### src/unsd_map.vh
`ifndef UNSD_MAP_VH
`define UNSD_MAP_VH
// ----------------------------------------
// Register word offsets (byte address / 4)
// ----------------------------------------
`define UNSD_A_NODE_STATE 3'h0
`define UNSD_A_ALT_EVENT 3'h1
`define UNSD_A_FUNC_ADDR 3'h2
`define UNSD_A_EP_CTRL 3'h3
`define UNSD_A_EP0_DATA 3'h4
`define UNSD_A_EP0_STAT 3'h5
// ----------------------------------------
// Node state codes
// ----------------------------------------
`define UNSD_ST_RESET 2'h0
`define UNSD_ST_WAKE 2'h1
`define UNSD_ST_RUN 2'h2
`define UNSD_ST_SLEEP 2'h3
// ----------------------------------------
// Event bit positions
// ----------------------------------------
`define UNSD_EV_RESET 0
`define UNSD_EV_SD3 1
`define UNSD_EV_SD5 2
`define UNSD_EV_RESUME 3
`define UNSD_EV_EOP 4
// ----------------------------------------
// Timing and sizes
// ----------------------------------------
`define UNSD_CLK_KHZ 10000
`define UNSD_IDLE3_MS 3
`define UNSD_IDLE5_MS 5
`define UNSD_IDLE3_CYC (`UNSD_IDLE3_MS * `UNSD_CLK_KHZ)
`define UNSD_IDLE5_CYC (`UNSD_IDLE5_MS * `UNSD_CLK_KHZ)
`define UNSD_EP0_DEPTH 8
`define UNSD_NUM_EP 7
`endif

### src/unsd_node.v
`timescale 1ns/1ps
// Operation
// - Exactly one of four node states
// - Line conditions flagged in event register
// - 3 ms idle sets idle flag
// - Sleeping keeps FIFO data but clears endpoint state
// - Waking state drives constant K
// - Sleeping still detects resume and reset
// - State changes only on firmware write
// - Non-running state holds endpoints reset
// - Decode 00 reset 10 run 11 sleep 01 wake
// - Match address then endpoints in parallel
// - One FIFO of 8 bytes, on ep zero only
// - Lower endpoint wins same number, direction
// - Default address accepted on any endpoint
// - Ep zero resends packet after error
// - Errored receptions silently discarded
`include "unsd_map.vh"
module unsd_node #(
	parameter IDLE3_CYC = `UNSD_IDLE3_CYC,
	parameter IDLE5_CYC = `UNSD_IDLE5_CYC
) (
	input wire mclk_in,
	input wire rst_in,
	input wire [2:0] avs_address_in,
	input wire avs_read_in,
	input wire avs_write_in,
	input wire [31:0] avs_writedata_in,
	output reg [31:0] avs_readdata_out,
	output reg avs_waitrequest_out,
	input wire line_activity_in,
	input wire line_resume_in,
	input wire line_reset_in,
	input wire line_eop_in,
	input wire tok_valid_in,
	input wire tok_in_dir_in,
	input wire [6:0] tok_addr_in,
	input wire [3:0] tok_ep_in,
	input wire rx_valid_in,
	input wire [7:0] rx_data_in,
	input wire rx_end_in,
	input wire rx_error_in,
	input wire tx_ack_in,
	input wire tx_error_in,
	input wire tx_next_in,
	output reg [7:0] tx_data_out,
	output reg tx_active_out,
	output reg drive_k_out,
	output reg low_power_out,
	output reg [2:0] ep_select_out,
	output reg ep_hit_out
);
	// ----------------------------------------
	// Line input synchronisers
	// ----------------------------------------
	reg [3:0] sync_a;
	reg [3:0] sync_b;
	always @(posedge mclk_in or posedge rst_in) begin
		if (rst_in) begin
			sync_a <= 4'h0;
			sync_b <= 4'h0;
		end else begin
			sync_a <= {line_eop_in, line_reset_in, line_resume_in, line_activity_in};
			sync_b <= sync_a;
		end
	end
	wire act_s = sync_b[0];
	wire resume_s = sync_b[1];
	wire lreset_s = sync_b[2];
	wire eop_s = sync_b[3];
	// ----------------------------------------
	// Registers
	// ----------------------------------------
	reg [1:0] node_state_field;
	reg [4:0] alternate_event_reg;
	reg [6:0] function_address_reg;
	reg [3:0] ep_num [0:6];
	reg [6:0] ep_en;
	reg [6:0] ep_iso;
	reg default_address_enable;
	reg [7:0] ep_zero_fifo [0:7];
	reg [3:0] ep0_count;
	reg [2:0] ep0_rd;
	reg ep0_rx_done;
	reg ep0_tx_done;
	reg ep0_rx_armed;
	reg [6:0] ep_fill;
	reg [22:0] idle_cnt;
	reg [4:0] prev_line;
	wire running = (node_state_field == `UNSD_ST_RUN);
	wire sleeping = (node_state_field == `UNSD_ST_SLEEP);
	wire acc = (avs_read_in | avs_write_in) & avs_waitrequest_out;
	wire wr = avs_write_in & ~avs_waitrequest_out;
	wire rd = avs_read_in & acc;
	wire idle_3ms_flag = (idle_cnt == IDLE3_CYC[22:0]);
	wire idle_5ms_flag = (idle_cnt == IDLE5_CYC[22:0]);
	wire [4:0] line_now = {eop_s, 1'b0, 1'b0, resume_s, lreset_s};
	wire [4:0] ev_set;
	assign ev_set[`UNSD_EV_RESET] = line_now[0] & ~prev_line[0];
	assign ev_set[`UNSD_EV_RESUME] = line_now[1] & ~prev_line[1] & sleeping;
	assign ev_set[`UNSD_EV_EOP] = line_now[4] & ~prev_line[4];
	assign ev_set[`UNSD_EV_SD3] = idle_3ms_flag;
	assign ev_set[`UNSD_EV_SD5] = idle_5ms_flag;
	// ----------------------------------------
	// Endpoint match, lower endpoint first
	// ----------------------------------------
	reg [2:0] hit_idx;
	reg hit;
	integer i;
	always @* begin
		hit = 1'b0;
		hit_idx = 3'h0;
		for (i = `UNSD_NUM_EP - 1; i >= 0; i = i - 1) begin
			if (ep_en[i] && ep_num[i] == tok_ep_in && !(ep_iso[i] && ep_fill[i] == (i[0] ^ tok_in_dir_in))
				&& (i == 0 || i[0] == tok_in_dir_in)) begin
				hit = 1'b1;
				hit_idx = i[2:0];
			end
		end
	end
	wire addr_ok = (tok_addr_in == function_address_reg) ||
		(default_address_enable && tok_addr_in == 7'h00);
	// ----------------------------------------
	// Main sequential logic
	// ----------------------------------------
	integer j;
	always @(posedge mclk_in or posedge rst_in) begin
		if (rst_in) begin
			node_state_field <= `UNSD_ST_RESET;
			alternate_event_reg <= 5'h00;
			function_address_reg <= 7'h00;
			ep_en <= 7'h00;
			ep_iso <= 7'h00;
			default_address_enable <= 1'b0;
			ep0_count <= 4'h0;
			ep0_rd <= 3'h0;
			ep0_rx_done <= 1'b0;
			ep0_tx_done <= 1'b0;
			ep0_rx_armed <= 1'b0;
			ep_fill <= 7'h00;
			idle_cnt <= 23'h0;
			prev_line <= 5'h00;
			avs_readdata_out <= 32'h0;
			avs_waitrequest_out <= 1'b1;
			tx_data_out <= 8'h00;
			tx_active_out <= 1'b0;
			drive_k_out <= 1'b0;
			low_power_out <= 1'b0;
			ep_select_out <= 3'h0;
			ep_hit_out <= 1'b0;
			for (j = 0; j < `UNSD_NUM_EP; j = j + 1)
				ep_num[j] <= 4'h0;
			for (j = 0; j < `UNSD_EP0_DEPTH; j = j + 1)
				ep_zero_fifo[j] <= 8'h00;
		end else begin
			prev_line <= line_now;
			avs_waitrequest_out <= ~acc;
			if (act_s || idle_5ms_flag)
				idle_cnt <= act_s ? 23'h0 : idle_cnt;
			else
				idle_cnt <= idle_cnt + 23'h1;
			// Event flags, set wins over clear-on-read
			if (rd && avs_address_in == `UNSD_A_ALT_EVENT)
				alternate_event_reg <= ev_set;
			else
				alternate_event_reg <= alternate_event_reg | ev_set;
			// State changes only by firmware write
			if (wr && avs_address_in == `UNSD_A_NODE_STATE)
				node_state_field <= avs_writedata_in[1:0];
			drive_k_out <= (node_state_field == `UNSD_ST_WAKE);
			low_power_out <= sleeping;
			if (wr && avs_address_in == `UNSD_A_FUNC_ADDR)
				function_address_reg <= avs_writedata_in[6:0];
			if (wr && avs_address_in == `UNSD_A_EP_CTRL) begin
				ep_en <= avs_writedata_in[6:0];
				ep_iso <= {avs_writedata_in[13:8], 1'b0};
				default_address_enable <= avs_writedata_in[15];
				for (j = 0; j < `UNSD_NUM_EP; j = j + 1)
					ep_num[j] <= avs_writedata_in[16 + j*2 +: 2] == 2'h0 ? j[3:0] : ep_num[j];
			end
			// Firmware loads ep zero; write with bit 8 flushes
			if (wr && avs_address_in == `UNSD_A_EP0_DATA) begin
				if (avs_writedata_in[8]) begin
					ep0_count <= 4'h0;
					ep0_rd <= 3'h0;
					ep0_rx_done <= 1'b0;
					ep0_tx_done <= 1'b0;
				end else if (ep0_count < 4'h8) begin
					ep_zero_fifo[ep0_count[2:0]] <= avs_writedata_in[7:0];
					ep0_count <= ep0_count + 4'h1;
				end
			end
			ep_hit_out <= 1'b0;
			if (!running) begin
				tx_active_out <= 1'b0;
				ep_fill <= 7'h00;
				ep0_rd <= 3'h0;
				ep0_rx_armed <= 1'b0;
			end else if (sleeping) begin
				tx_active_out <= tx_active_out;
			end else begin
				if (tok_valid_in && addr_ok && hit) begin
					ep_select_out <= hit_idx;
					ep_hit_out <= 1'b1;
					if (ep_iso[hit_idx])
						ep_fill[hit_idx] <= ~ep_fill[hit_idx];
					if (hit_idx == 3'h0 && !tok_in_dir_in)
						ep0_rx_armed <= 1'b1;
					if (hit_idx == 3'h0 && tok_in_dir_in && ep0_count != 4'h0) begin
						tx_active_out <= 1'b1;
						ep0_rd <= 3'h0;
						tx_data_out <= ep_zero_fifo[0];
					end
				end
				if (tx_active_out && tx_next_in) begin
					ep0_rd <= ep0_rd + 3'h1;
					tx_data_out <= ep_zero_fifo[ep0_rd + 3'h1];
				end
				if (tx_active_out && tx_error_in) begin
					tx_active_out <= 1'b0;
					ep0_rd <= 3'h0;
				end
				if (tx_active_out && tx_ack_in) begin
					tx_active_out <= 1'b0;
					ep0_count <= 4'h0;
					ep0_tx_done <= 1'b1;
				end
				if (ep0_rx_armed && rx_valid_in && ep0_count < 4'h8) begin
					ep_zero_fifo[ep0_count[2:0]] <= rx_data_in;
					ep0_count <= ep0_count + 4'h1;
				end
				if (rx_end_in && ep0_rx_armed) begin
					ep0_rx_armed <= 1'b0;
					if (rx_error_in)
						ep0_count <= 4'h0;
					else if (ep0_count != 4'h0)
						ep0_rx_done <= 1'b1;
				end
			end
			// Read mux
			if (rd) begin
				case (avs_address_in)
				`UNSD_A_NODE_STATE: avs_readdata_out <= {30'h0, node_state_field};
				`UNSD_A_ALT_EVENT: avs_readdata_out <= {27'h0, alternate_event_reg};
				`UNSD_A_FUNC_ADDR: avs_readdata_out <= {25'h0, function_address_reg};
				`UNSD_A_EP_CTRL: avs_readdata_out <= {16'h0, default_address_enable,
					ep_iso[6:1], 2'h0, ep_en};
				`UNSD_A_EP0_DATA: avs_readdata_out <= {24'h0, ep_zero_fifo[ep0_rd]};
				`UNSD_A_EP0_STAT: avs_readdata_out <= {26'h0, ep0_tx_done, ep0_rx_done,
					ep0_count};
				default: avs_readdata_out <= 32'h0;
				endcase
			end
		end
	end
endmodule // unsd_node

### config.mk
export PLATFORM = sky130hd
export DESIGN_NAME = unsd_node
export DESIGN_NICKNAME = d
export VERILOG_FILES = /design/src/unsd_node.v
export VERILOG_INCLUDE_DIRS = /design/src /design/src/src
export SDC_FILE = /design/constraint.sdc
export NUM_CORES = 1
export LEC_CHECK = 0
export BUFFER_PORTS_ARGS = -buffer_cell sky130_fd_sc_hd__buf_2
export CAP_MARGIN = 5
export CORE_UTILIZATION = 50
export DETAILED_ROUTE_END_ITERATION = 8
export PLACE_DENSITY = 0.73
export SLEW_MARGIN = 20
export SYNTH_ARGS = -nofsm -noshare
export SYNTH_HDL_FRONTEND = slang
export SYNTH_SLANG_ARGS = --single-unit
### constraint.sdc
create_clock -name mclk_in -period 5.6 [get_ports mclk_in]
set_input_delay 0.84 -clock mclk_in [delete_from_list [all_inputs] [get_ports mclk_in]]
set_output_delay 0.84 -clock mclk_in [all_outputs]
set_load 0.05 [all_outputs]
==> results_dict.tcl <==
set metrics [dict create \
    status "completed" \
    cp-start-kind "register" \
    synth_cells 917 \
    dieWidth_microns 141 \
    drv_slew 0 \
    clockBufferDepth 2 \
    core_area_sq_um 18800 \
    routed_via_density 5.89 \
    drc 0 \
    tightestPinTransition_ps 1100 \
    grt_max_degree 180 \
    power_density_nw_per_um2 317 \
    irDropWorstVdd_uv 233 \
    worstHoldPathCells 0 \
    num_vias 7230 \
    largest_reg_flops 64 \
    yosys_warnings 0 \
    cts-root-buf "clkbuf_16" \
    top_regs "ep_zero_fifo: 64 flops, idle_cnt: 23 flops, avs_readdata_out: 15 flops" \
    max_freq_mhz 333 \
    end_kind "register" \
    ys_ff_latch 179 \
    fin_util_pct 57.4 \
    holdWs_ps 349 \
    arrival_ps 3260 \
    grt_util_all_layers_pct 25.2 \
    gp_congestion 0.891 \
    path_clk_slew_ps 70 \
    initial_utilization_pct 51.1 \
    dr.pass1.iters 7 \
    fp.dieH_microns 141 \
    final_common_cell "dfrtp_1" \
    grt_pass1_vias 6934 \
    num-nets-final 1056 \
    synth_edf_count 0 \
    hold_violations 0 \
    antennaDiodeCount 0 \
    maxCapViolCount 0 \
    cts_tree "built" \
    area_growth_pct 12.3 \
    clk_latency_ps 440 \
    postRouteAntennaNets 0 \
    synth_area_per_cell_sq_um 10.5 \
    synthArstFlopShare_pct 100 \
    fin_tns_setup_ps 0 \
    grt_pass1_wl_microns 37900 \
    synth_area_sq_um 9590 \
    gr-total-overflow 0 \
    fp-row-count 50 \
    antenna_found_initial 0 \
    max_flop_register "ep_zero_fifo" \
    worst_clock_skew_ps 7.35 \
    cts_made_buffers 17 \
    worstSetupPathType "reg2reg" \
    drt_wl_total_microns 23900 \
    first_iter_violations 717 \
    layout_setup_ws_ps 2600 \
    layout-drive-gt1-share_pct 21.6 \
    detailedPlace.worstSlack_ps 2240 \
    required_ps 5860 \
    portBuffers 95 \
    cp_max_fo 16 \
    fin_crit_ps 3000 \
    ys_seq_area_share_pct 46.7 \
    cts-resized-gates 0 \
    fin_crit_sh_pct 53.6 \
    cts-hold-fix-buffers 0 \
    hpwlAfterDp_microns 16100 \
    htreeDepth 4 \
    r2r_cells 5 \
    wire_per_inst_microns 19.4 \
    p_leak_nw 4.90 \
    post_cts_buffers 0 \
    rsz0062_at_grt "no" \
    clkSinkCount 179 \
    dieArea_sq_um 19700 \
    slew_headroom_pct 26.5 \
    synth-main-ff-cell "dfrtp_1" \
    holdCritPathClass "reg2reg" \
    ys_types 59 \
    ioPinCount 118 \
    final_cell_mix "dfrtp_1, nand2_1, buf_2, nor2_1, mux2i_1" \
    setup_violations 0 \
]
-- final timing paths --
kind	slack, ps	endpoint	startpoint
worst max-delay path	2600	ep_zero_fifo[40]	node_state_field[1]
worst min-delay path	350	sync_b[0]	sync_a[0]
worst max register to register	2600	ep_zero_fifo[40]	node_state_field[1]
worst min register to register	350	sync_b[0]	sync_a[0]
max in group asynchronous	4140	ep_fill[6]	rst_in
min in group asynchronous	450	ep_zero_fifo[40]	rst_in
-- cell type report --
class	count	area, sq um
Sequential cell	179	4480
Clock buffer	19	453
Multi-Input combinational cell	653	4720
Inverter	27	105
Timing Repair Buffer	102	561
Fill cell	1550	7990
Clock inverter	13	164
Tap cell	234	293
-- layer usage --
metal  wire length, microns  vias to the layer above  track usage [%]  share of wire [%]
met5                      0                        -                0                  0
met4                    528                        0             9.44                2.2
met3                   1700                       36             4.89                7.1
met2                  11600                      274             41.1                 49
met1                  10000                     3520             33.7                 42
li1                       -                     3400                -                  -
-- cells by family after synthesis --
family | Yosys count | share of synthesized area (%)
DFF | 179 | 46.7
other | 1 | 0.0391
adders and majority gates | 6 | 0.782
and+or+nand+nor | 290 | 14.6
xor gates and xnor gates | 27 | 2.46
muxes | 145 | 19.8
AOI/OAI and AO/OA | 168 | 10.8
buffers and inverters | 101 | 4.84
-- metrics by stage --
| stage | total power [mW] | cell area, sq um | std cells |
|---|---|---|---|
| 6_report | 3.42 | 10800 | 1227 |
| 5_1_grt | 3.55 | 10800 | 1227 |
| 4_1_cts | 3.42 | 10700 | 1226 |
| 3_5_place_dp | 2.17 | 10100 | 1194 |
| 3_3_place_gp | 2.15 | 10100 | 1194 |
| 2_1_floorplan | 2.01 | 9660 | 933 |
-- power by group --
group	leakage (nW)	total [mW]	internal (mW)	switching [mW]
sequential	2.34	1.60	1.44	0.163
clock	0.304	1.25	0.701	0.553
combinational	2.25	0.564	0.226	0.337
-- cells in the mapped netlist, drive strengths merged (3+ instances only) --
master	number	share of area [%]
nand4	7	0.46
nand3	23	1.2
a222oi	9	0.94
xnor2	12	1.1
dfrtp	178	46
inv	27	1.1
nor3	15	1.0
mux2	32	3.8
nor2b	9	0.59
nor3b	4	0.43
nor2	86	3.6
a221oi	4	0.37
ha	6	0.78
xor2	15	1.4
buf	36	2.3
mux4	33	7.7
and3	4	0.26
a22oi	5	0.39
nor4	9	0.59
clkbuf	38	1.5
a21oi	40	2.1
or3	9	0.59
nand2b	8	0.52
nor4b	3	0.27
o21ai	71	3.7
a31oi	7	0.46
and2	6	0.39
a21o	7	0.55
mux2i	80	8.3
nand2	98	3.9
a22o	8	0.73
-- worst max-delay path: stages (launching register included) --
cell and delay [ps]:
dfrtp_1 470, nor2b_1 700, and3_1 360, nand2b_1 160, nor2_1 870, o21ai_0 260
No activity file was read; power rests on OpenSTA's default activity.
